[src/logic/ocr_pkg.sv]
// constants shared by the overcurrent output routing block
// assumes a classic wishbone bus with 32-bit data and byte addresses
package ocr_pkg;

	// ------------------------------------------------------------
	// register byte offsets
	// ------------------------------------------------------------
	localparam logic [7:0] OCR_ROUTE_OFS = 8'h00;
	localparam logic [7:0] OCR_OPTION_OFS = 8'h04;
	localparam logic [7:0] OCR_DISPLAY_OFS = 8'h08;
	localparam logic [7:0] OCR_IRQ_STATUS_OFS = 8'h0c;
	localparam logic [7:0] OCR_IRQ_MASK_OFS = 8'h10;
	localparam logic [7:0] OCR_LIVE_OFS = 8'h14;
	localparam logic [7:0] OCR_FAULT_CODE_OFS = 8'h18;

	// ------------------------------------------------------------
	// field widths and reset values
	// ------------------------------------------------------------
	localparam int OCR_ROUTE_W = 8;
	localparam int OCR_DISP_W = 4;
	localparam int OCR_EVENT_W = 5;
	localparam int OCR_CODE_W = 8;
	localparam int OCR_VALUE_W = 16;
	localparam int OCR_LIVE_W = 12;
	localparam logic [7:0] OCR_ROUTE_RST = 8'hff;
	localparam logic OCR_LATCH_RST = 1'b0;
	localparam logic [3:0] OCR_DISP_RST = 4'h0;
	localparam logic [4:0] OCR_MASK_RST = 5'h00;

	// ------------------------------------------------------------
	// routing switch positions (position n sits at bit n-1)
	// ------------------------------------------------------------
	localparam int OCR_SW_BLOCK = 0;
	localparam int OCR_SW_HS_START_D = 1;
	localparam int OCR_SW_LS_START_D = 2;
	localparam int OCR_SW_HS_TRIP_D = 3;
	localparam int OCR_SW_HS_TRIP_C = 4;
	localparam int OCR_SW_HS_TRIP_A = 5;
	localparam int OCR_SW_LS_TRIP_C = 6;
	localparam int OCR_SW_LS_TRIP_B = 7;

	// ------------------------------------------------------------
	// option and event bit positions
	// ------------------------------------------------------------
	localparam int OCR_OPT_LATCH = 0;
	localparam int OCR_EV_LS_START = 0;
	localparam int OCR_EV_LS_TRIP = 1;
	localparam int OCR_EV_HS_START = 2;
	localparam int OCR_EV_HS_TRIP = 3;
	localparam int OCR_EV_FAULT = 4;

	// ------------------------------------------------------------
	// display item codes
	// ------------------------------------------------------------
	localparam logic [3:0] OCR_DISP_NONE = 4'h0;
	localparam logic [3:0] OCR_DISP_PHASE1 = 4'h1;
	localparam logic [3:0] OCR_DISP_PHASE2 = 4'h2;
	localparam logic [3:0] OCR_DISP_PHASE3 = 4'h3;
	localparam logic [3:0] OCR_DISP_KNOB0 = 4'h4;
	localparam logic [3:0] OCR_DISP_CHECKSUM = 4'hc;

endpackage : ocr_pkg

[src/logic/ocr_rst_sync.sv]
// reset release synchroniser for the routing block
// assumes nrst may drop at any time; release is taken on clk
`timescale 1ns/100ps
module ocr_rst_sync (
	// clock and raw reset
	input logic clk,
	input logic nrst,
	// synchronised reset, active low
	output logic rst_n
);

	logic meta_reg;

	always_ff @(posedge clk or negedge nrst) begin
		if (!nrst) begin
			meta_reg <= 1'b0;
			rst_n <= 1'b0;
		end else begin
			meta_reg <= 1'b1;
			rst_n <= meta_reg;
		end
	end

endmodule : ocr_rst_sync

[src/logic/ocr_stage_hold.sv]
// start and trip holding for one overcurrent stage
// assumes start and trip are synchronous to clk; outputs are combinational
`timescale 1ns/100ps
module ocr_stage_hold (
	// clock and reset
	input logic clk,
	input logic rst_n,
	// live stage signals
	input logic start_in,
	input logic trip_in,
	// latch option and reset pushbutton
	input logic latch_en,
	input logic clear_press,
	// effective signals and indicator colour
	output logic start_eff,
	output logic trip_eff,
	output logic yellow,
	output logic red
);

	logic start_held_reg;
	logic trip_held_reg;

	// a live signal wins over the pushbutton so no start is lost
	always_ff @(posedge clk or negedge rst_n) begin
		if (!rst_n) begin
			start_held_reg <= 1'b0;
			trip_held_reg <= 1'b0;
		end else begin
			start_held_reg <= latch_en & (start_in | (start_held_reg & ~clear_press));
			trip_held_reg <= latch_en & (trip_in | (trip_held_reg & ~clear_press));
		end
	end

	// held state only extends outputs, never masks a live signal
	assign start_eff = start_in | start_held_reg;
	assign trip_eff = trip_in | trip_held_reg;
	assign red = trip_eff;
	assign yellow = start_eff & ~trip_eff;

endmodule : ocr_stage_hold

[src/logic/ocr_routing.sv]
// overcurrent output routing, indicators and wishbone register file
// assumes stage, fault and front-panel inputs are synchronous to clk
`timescale 1ns/100ps
module ocr_routing
	import ocr_pkg::*;
#(
	parameter int KNOBS = 4
) (
	// clock and reset
	input logic clk,
	input logic nrst,
	// wishbone slave
	input logic wb_cyc_i,
	input logic wb_stb_i,
	input logic wb_we_i,
	input logic [7:0] wb_adr_i,
	input logic [3:0] wb_sel_i,
	input logic [31:0] wb_dat_i,
	output logic [31:0] wb_dat_o,
	output logic wb_ack_o,
	// measuring module signals
	input logic low_start,
	input logic low_trip,
	input logic high_start,
	input logic high_trip,
	output logic block_to_module,
	// self-supervision
	input logic fault_detect,
	input logic [7:0] fault_code_in,
	// front panel inputs
	input logic external_block_input,
	input logic reset_button,
	input logic [7:0] characteristic_switches,
	// output relays
	output logic relay_a,
	output logic relay_b,
	output logic relay_c,
	output logic relay_d,
	output logic relay_e,
	// stage indicators
	output logic low_yellow,
	output logic low_red,
	output logic high_yellow,
	output logic high_red,
	// display and lamps
	output logic phase_one_select_lamp,
	output logic phase_two_select_lamp,
	output logic phase_three_select_lamp,
	output logic [KNOBS-1:0] knob_lamp,
	output logic characteristic_lamp,
	output logic internal_fault_indicator,
	output logic [15:0] display_value,
	// interrupt
	output logic irq
);

	// ------------------------------------------------------------
	// elaboration checks
	// ------------------------------------------------------------
	// knob codes must stay clear of the checksum code
	if (KNOBS < 1 || KNOBS > 8) begin : g_bad_knobs
		$error("KNOBS must be between 1 and 8");
	end

	// ------------------------------------------------------------
	// reset release
	// ------------------------------------------------------------
	logic rst_n;

	ocr_rst_sync u_rst (
		.clk(clk),
		.nrst(nrst),
		.rst_n(rst_n)
	);

	// ------------------------------------------------------------
	// helpers
	// ------------------------------------------------------------
	function automatic logic [31:0] apply_sel(input logic [31:0] old_val,
		input logic [31:0] new_val, input logic [3:0] sel);
		logic [31:0] res;
		res = old_val;
		for (int i = 0; i < 4; i++) begin
			if (sel[i]) begin
				res[8*i +: 8] = new_val[8*i +: 8];
			end
		end
		return res;
	endfunction : apply_sel

	function automatic logic rise(input logic now_val, input logic old_val);
		return now_val & ~old_val;
	endfunction : rise

	// ------------------------------------------------------------
	// registers
	// ------------------------------------------------------------
	logic [OCR_ROUTE_W-1:0] route_reg;
	logic latch_reg;
	logic [OCR_DISP_W-1:0] disp_reg;
	logic [OCR_EVENT_W-1:0] irq_status_reg;
	logic [OCR_EVENT_W-1:0] irq_mask_reg;
	logic [OCR_CODE_W-1:0] fault_code_reg;
	logic fault_held_reg;
	logic [OCR_EVENT_W-1:0] event_prev_reg;
	logic reset_button_prev_reg;

	logic bus_req;
	logic bus_wr;
	logic [31:0] wr_merged;
	logic [31:0] rd_next;

	assign bus_req = wb_cyc_i & wb_stb_i & ~wb_ack_o;
	assign bus_wr = bus_req & wb_we_i;

	// ------------------------------------------------------------
	// stage holding and indicators
	// ------------------------------------------------------------
	logic clear_press;
	logic ls_start_eff;
	logic ls_trip_eff;
	logic hs_start_eff;
	logic hs_trip_eff;
	logic ls_yellow;
	logic ls_red;
	logic hs_yellow;
	logic hs_red;

	// one press clears once, holding the button does not block new holds
	assign clear_press = rise(reset_button, reset_button_prev_reg);

	ocr_stage_hold u_low (
		.clk(clk),
		.rst_n(rst_n),
		.start_in(low_start),
		.trip_in(low_trip),
		.latch_en(latch_reg),
		.clear_press(clear_press),
		.start_eff(ls_start_eff),
		.trip_eff(ls_trip_eff),
		.yellow(ls_yellow),
		.red(ls_red)
	);

	ocr_stage_hold u_high (
		.clk(clk),
		.rst_n(rst_n),
		.start_in(high_start),
		.trip_in(high_trip),
		.latch_en(latch_reg),
		.clear_press(clear_press),
		.start_eff(hs_start_eff),
		.trip_eff(hs_trip_eff),
		.yellow(hs_yellow),
		.red(hs_red)
	);

	always_ff @(posedge clk or negedge rst_n) begin
		if (!rst_n) begin
			low_yellow <= 1'b0;
			low_red <= 1'b0;
			high_yellow <= 1'b0;
			high_red <= 1'b0;
			reset_button_prev_reg <= 1'b0;
		end else begin
			low_yellow <= ls_yellow;
			low_red <= ls_red;
			high_yellow <= hs_yellow;
			high_red <= hs_red;
			reset_button_prev_reg <= reset_button;
		end
	end

	// ------------------------------------------------------------
	// output relays
	// ------------------------------------------------------------
	// relays use the effective signals so latching reaches them too
	always_ff @(posedge clk or negedge rst_n) begin
		if (!rst_n) begin
			relay_a <= 1'b0;
			relay_b <= 1'b0;
			relay_c <= 1'b0;
			relay_d <= 1'b0;
			relay_e <= 1'b0;
			block_to_module <= 1'b0;
		end else begin
			relay_a <= ls_trip_eff | (route_reg[OCR_SW_HS_TRIP_A] & hs_trip_eff);
			relay_b <= hs_trip_eff | (route_reg[OCR_SW_LS_TRIP_B] & ls_trip_eff);
			relay_c <= (route_reg[OCR_SW_HS_TRIP_C] & hs_trip_eff)
				| (route_reg[OCR_SW_LS_TRIP_C] & ls_trip_eff);
			relay_d <= (route_reg[OCR_SW_HS_START_D] & hs_start_eff)
				| (route_reg[OCR_SW_LS_START_D] & ls_start_eff)
				| (route_reg[OCR_SW_HS_TRIP_D] & hs_trip_eff);
			relay_e <= fault_held_reg;
			block_to_module <= route_reg[OCR_SW_BLOCK] & external_block_input;
		end
	end

	// ------------------------------------------------------------
	// self-supervision
	// ------------------------------------------------------------
	// a permanent fault stays until the block is reset
	always_ff @(posedge clk or negedge rst_n) begin
		if (!rst_n) begin
			fault_held_reg <= 1'b0;
			fault_code_reg <= '0;
		end else if (fault_detect && !fault_held_reg) begin
			fault_held_reg <= 1'b1;
			fault_code_reg <= fault_code_in;
		end
	end

	// ------------------------------------------------------------
	// display and lamps
	// ------------------------------------------------------------
	logic [KNOBS-1:0] knob_next;

	always_comb begin
		knob_next = '0;
		for (int k = 0; k < KNOBS; k++) begin
			knob_next[k] = (disp_reg == OCR_DISP_KNOB0 + 4'(k));
		end
	end

	always_ff @(posedge clk or negedge rst_n) begin
		if (!rst_n) begin
			phase_one_select_lamp <= 1'b0;
			phase_two_select_lamp <= 1'b0;
			phase_three_select_lamp <= 1'b0;
			knob_lamp <= '0;
			characteristic_lamp <= 1'b0;
			internal_fault_indicator <= 1'b0;
			display_value <= '0;
		end else begin
			phase_one_select_lamp <= (disp_reg == OCR_DISP_PHASE1);
			phase_two_select_lamp <= (disp_reg == OCR_DISP_PHASE2);
			phase_three_select_lamp <= (disp_reg == OCR_DISP_PHASE3);
			knob_lamp <= knob_next;
			characteristic_lamp <= (disp_reg == OCR_DISP_CHECKSUM);
			internal_fault_indicator <= fault_held_reg;
			// the fault code takes the display over any other item
			if (fault_held_reg) begin
				display_value <= {8'h00, fault_code_reg};
			end else if (disp_reg == OCR_DISP_CHECKSUM) begin
				display_value <= {8'h00, characteristic_switches};
			end else begin
				display_value <= 16'h0000;
			end
		end
	end

	// ------------------------------------------------------------
	// interrupt events
	// ------------------------------------------------------------
	logic [OCR_EVENT_W-1:0] event_now;
	logic [OCR_EVENT_W-1:0] event_set;
	logic [OCR_EVENT_W-1:0] event_clr;

	assign event_now = {fault_held_reg, high_trip, high_start, low_trip, low_start};
	assign event_set = event_now & ~event_prev_reg;
	assign event_clr = (bus_wr && wb_adr_i == OCR_IRQ_STATUS_OFS && wb_sel_i[0])
		? wb_dat_i[OCR_EVENT_W-1:0] : '0;

	// set beats a same-cycle write-one-to-clear
	always_ff @(posedge clk or negedge rst_n) begin
		if (!rst_n) begin
			event_prev_reg <= '0;
			irq_status_reg <= '0;
			irq <= 1'b0;
		end else begin
			event_prev_reg <= event_now;
			irq_status_reg <= (irq_status_reg & ~event_clr) | event_set;
			irq <= |(((irq_status_reg & ~event_clr) | event_set) & irq_mask_reg);
		end
	end

	// ------------------------------------------------------------
	// register writes
	// ------------------------------------------------------------
	assign wr_merged = apply_sel(32'h00000000, wb_dat_i, wb_sel_i);

	always_ff @(posedge clk or negedge rst_n) begin
		if (!rst_n) begin
			route_reg <= OCR_ROUTE_RST;
		end else if (bus_wr && wb_adr_i == OCR_ROUTE_OFS && wb_sel_i[0]) begin
			route_reg <= wr_merged[OCR_ROUTE_W-1:0];
		end
	end

	always_ff @(posedge clk or negedge rst_n) begin
		if (!rst_n) begin
			latch_reg <= OCR_LATCH_RST;
		end else if (bus_wr && wb_adr_i == OCR_OPTION_OFS && wb_sel_i[0]) begin
			latch_reg <= wr_merged[OCR_OPT_LATCH];
		end
	end

	always_ff @(posedge clk or negedge rst_n) begin
		if (!rst_n) begin
			disp_reg <= OCR_DISP_RST;
		end else if (bus_wr && wb_adr_i == OCR_DISPLAY_OFS && wb_sel_i[0]) begin
			disp_reg <= wr_merged[OCR_DISP_W-1:0];
		end
	end

	always_ff @(posedge clk or negedge rst_n) begin
		if (!rst_n) begin
			irq_mask_reg <= OCR_MASK_RST;
		end else if (bus_wr && wb_adr_i == OCR_IRQ_MASK_OFS && wb_sel_i[0]) begin
			irq_mask_reg <= wr_merged[OCR_EVENT_W-1:0];
		end
	end

	// ------------------------------------------------------------
	// register reads
	// ------------------------------------------------------------
	always_comb begin
		rd_next = 32'h00000000;
		if (wb_adr_i == OCR_ROUTE_OFS) begin
			rd_next[OCR_ROUTE_W-1:0] = route_reg;
		end else if (wb_adr_i == OCR_OPTION_OFS) begin
			rd_next[OCR_OPT_LATCH] = latch_reg;
		end else if (wb_adr_i == OCR_DISPLAY_OFS) begin
			rd_next[OCR_DISP_W-1:0] = disp_reg;
		end else if (wb_adr_i == OCR_IRQ_STATUS_OFS) begin
			rd_next[OCR_EVENT_W-1:0] = irq_status_reg;
		end else if (wb_adr_i == OCR_IRQ_MASK_OFS) begin
			rd_next[OCR_EVENT_W-1:0] = irq_mask_reg;
		end else if (wb_adr_i == OCR_LIVE_OFS) begin
			rd_next[OCR_LIVE_W-1:0] = {relay_e, relay_d, relay_c, relay_b, relay_a,
				block_to_module, fault_held_reg, hs_trip_eff, hs_start_eff,
				ls_trip_eff, ls_start_eff, latch_reg};
		end else if (wb_adr_i == OCR_FAULT_CODE_OFS) begin
			rd_next[OCR_CODE_W-1:0] = fault_code_reg;
		end
	end

	// one wait state: ack one edge after the request appears
	always_ff @(posedge clk or negedge rst_n) begin
		if (!rst_n) begin
			wb_ack_o <= 1'b0;
			wb_dat_o <= '0;
		end else begin
			wb_ack_o <= bus_req;
			wb_dat_o <= (bus_req && !wb_we_i) ? rd_next : 32'h00000000;
		end
	end

endmodule : ocr_routing

[config.mk]
export PLATFORM = sky130hd
export DESIGN_NAME = ocr_routing
export DESIGN_NICKNAME = d
export VERILOG_FILES = /design/src/logic/ocr_pkg.sv /design/src/logic/ocr_rst_sync.sv /design/src/logic/ocr_stage_hold.sv /design/src/logic/ocr_routing.sv
export SDC_FILE = /design/constraint.sdc
export NUM_CORES = 1
export LEC_CHECK = 0
export BUFFER_PORTS_ARGS = -buffer_cell sky130_fd_sc_hd__buf_2
export CAP_MARGIN = 5
export CORE_ASPECT_RATIO = 2
export CORE_MARGIN = 10
export CORE_UTILIZATION = 35
export CTS_CLUSTER_DIAMETER = 100
export DETAILED_ROUTE_END_ITERATION = 6
export HOLD_SLACK_MARGIN = 0.08
export PLACE_DENSITY = 0.62
export SYNTH_ARGS = -nofsm -noshare
export SYNTH_HDL_FRONTEND = slang
export SYNTH_SLANG_ARGS = --single-unit
[constraint.sdc]
create_clock -name clk -period 3.5 [get_ports clk]
set_clock_uncertainty 0.1 [all_clocks]
set_input_delay 0 -clock clk [delete_from_list [all_inputs] [get_ports clk]]
set_output_delay 0 -clock clk [all_outputs]
set_load 0.005 [all_outputs]
==> out/qor.txt <==
run status: finished, final reports clean
combinational power share: 7.6%
synth unique cells: 37
nets: 535
Routed Antenna Nets: 0
layout cells sized above 1: 32.1%
total iterations of the first detailed-routing run: 4
PnR worst setup slack: 1.28 ns
WP data arrival: 2.34 ns
R2R Path Start: wb_ack_o
CTS max path bufs: 2
share of the synthesized area in the top cell type: 51.0%
Max-Cap Viols: 0
antenna cells: 0
Post-Synthesis Cells: 337
PD cells: 461 nW/um^2
Async SR Flop Fraction: 100%
Seq/Total Area, Yosys: 56.8%
routability-driven placement congestion ratio: 0.911
routed via count: 2833
Die Wd: 92.5 um
largest family of logic cells by synthesized area: simple AND/OR/NAND/NOR gates
worst hold path type: input port to flip-flop
Final setup viols: 0
I/O Buffers: 85
routed len/inst: 17.0 um
crit path time final: 2.22 ns
Net Switching: 0.494 mW
Clk pwr share: 46.4%
CTS buffer count: 9
Critical Path RT: 3.62 ns
htree depth: 3
DRT iter0 DRCs: 124
CP startpoint: wb_ack_o
Synth Area in Compound Gates: 11.0%
synthesis-to-finish area growth: 32.5%
Seq cells post-synth: 83
Max-slew headroom: 31.5%
CTS tree: yes
DRC Markers: 0
largest fanout on the critical path: 7
max reg flops: 12
first-pass GRT wire length: 16000 um
initial antenna violation count: 0
VDD IR max: 0.264 mV
Seq pwr share: 45.9%
total power: 2.25 mW
Pint: 1.75 mW
drt total wl: 10200 um
Leakage: 2.29 nW
unrepaired setup endpoints after global routing: no
WS Path Type: flip-flop to flip-flop
Post-CTS Setup Inserts: 0
reg2reg path depth: 5
post-synthesis average cell area: 10.9 um^2
Biggest register: wb_dat_o
Detailed Place HPWL: 7810 um
number of synthesized flops with an enable pin: 0
CTS Sinks: 83
Crit. End Element: flip-flop
xor-xnor portion of the synthesized cell area: 0%
core area: 10200 um^2
synth warn: 0
startpoint types: flip-flop
Fin Setup TNS: 0 ns
top cells by area, synth: dfrtp_1 (51%), mux2_2 (7.7%), buf_4 (5.9%)
clock root cell: clkbuf_16
Max Transition Viols Final: 0
Synth Flop Type: dfrtp_1
largest net degree at the start of global routing: 82
Hold Violations, Final: 0
mux cell area share after synthesis: 7.96%
Post-synth top cells: dfrtp_1 (75), nand2_1 (41), buf_4 (29), mux2_2 (25), o21ai_0 (23)
Reg-to-Reg End: irq
Boundary Pins: 141
final period utilization: 63.6%
reg2reg setup slack: 1.28 ns
vias in the first global route: 3060
Place WS: 1.24 ns
Die Height: 165 um
count leader, synth: dfrtp_1
Critical Path End: irq
die area: 15300 um^2
switching power share of the total: 22.0%
largest area contributor in the netlist: dfrtp_1
Simple-Gate Fraction of Synth Area: 16.7%
Worst Tran Pin Value: 1.03 ns
FP Rows: 52
Vias/cell: 4.70
Mapped Area: 3680 um^2
Starting Density: 36.0%
fmax: 449 MHz
Clk Latency, worst-skew pair: 0.34 ns
fraction of the mapped netlist area in adder cells: 0%
Overflow after GRT: 0
gr usage total: 13.6%
clock transition time at the flip-flop clock pins of the worst setup and hold paths: 0.06 ns
-- layout by cell type, fill, tap and decap left out, types with 2 or more instances in the layout --
cell	Yosys	layout
nor4_1	2	2
a22oi_1	5	5
o22ai_1	8	8
nor2b_1	11	11
clkinvlp_4	0	2
nand2_1	41	41
o21ai_0	23	23
nor4_4	2	2
conb_1	2	29
buf_4	29	3
a32oi_1	2	2
nor2_1	22	22
nor3_1	9	9
mux2_2	25	25
o211ai_1	3	3
bufinv_16	0	2
a21o_1	8	8
clkbuf_8	0	2
inv_1	4	4
and2_1	5	5
or2_2	6	6
buf_2	0	85
or3_1	2	2
a21oi_1	13	13
nand2b_1	5	5
dfstp_2	8	8
nand3b_1	2	2
clkbuf_16	0	9
and3_1	3	3
dfrtp_1	75	74
a22o_1	2	2
dlygate4sd3_1	0	39
-- through the flow --
stage | hold WS, ns | cell area [um^2] | utilization, % | cells
finish | 0.0936 | 4870 | 47.7 | 603
global route | 0.117 | 4870 | 47.7 | 603
CTS | 0.0837 | 4870 | 47.7 | 603
detailed placement | -0.313 | 4140 | 40.6 | 548
global placement | -0.316 | 4140 | 40.6 | 548
floorplan | -0.396 | 3780 | - | 364
-- final cells by class --
| type | count | area [um^2] |
|---|---|---|
| tap | 135 | 169 |
| inverter | 4 | 15.0 |
| multi-input combinational | 238 | 1420 |
| clock buffer | 11 | 253 |
| timing repair buffer | 127 | 838 |
| clock inverter | 5 | 83.8 |
| sequential | 83 | 2090 |
| fill | 966 | 5340 |
-- power by group through the flow --
stage | registers, mW | clock network [mW] | logic (mW)
2_1_floorplan | 1.04 | 0 | 0.0907
3_3_place_gp | 1.05 | 0 | 0.134
3_5_place_dp | 1.05 | 0 | 0.136
4_1_cts | 1.03 | 1.07 | 0.171
5_1_grt | 1.04 | 1.11 | 0.190
6_report | 1.03 | 1.04 | 0.171
-- how the worst min path moves through the flow --
| stage | from | end | slack [ns] | cells past startpoint |
|---|---|---|---|---|
| 2_1_floorplan | nrst | u_rst.meta_reg | -0.40 | 0 |
| 3_3_place_gp | nrst | u_rst.meta_reg | -0.32 | 1 |
| 3_5_place_dp | nrst | u_rst.meta_reg | -0.31 | 1 |
| 4_1_cts | wb_adr_i[6] | irq_status_reg[2] | 0.08 | 5 |
| 5_1_grt | wb_adr_i[6] | irq_status_reg[1] | 0.12 | 5 |
| 6_report | wb_adr_i[6] | irq_status_reg[1] | 0.09 | 5 |
-- logic make-up (layout without fill, tap and decap cells) --
logic type / Yosys count / count (layout)
multiplexers: 26 / 26
AO/OA/AOI/OAI: 66 / 66
flip-flops: 83 / 83
other: 2 / 29
buffers and inverters: 43 / 147
AND/OR/NAND/NOR: 117 / 117
-- what timing repair did --
item,CTS,global route
endpoints found under the hold margin,70,0
hold buffers,39,0
resized for setup,0,0
setup endpoints to repair,0,0
-- per-layer routing --
layer | up-vias | track usage, % | share of wire, %
met3 | 20 | 4.37 | 6.2
met4 | 0 | 8.25 | 4.3
met1 | 1353 | 12.5 | 34
met2 | 98 | 25.1 | 55
li1 | 1362 | - | -
met5 | - | 0 | 0
-- critical path, cell delays in order, from the launching register on --
cell,delay [ns]
dfrtp_1,0.37
nand3b_1,0.35
nor4_4,0.57
a21oi_1,0.09
or3_1,0.36
a221o_1,0.27
Power figures use the tool's default switching activity.
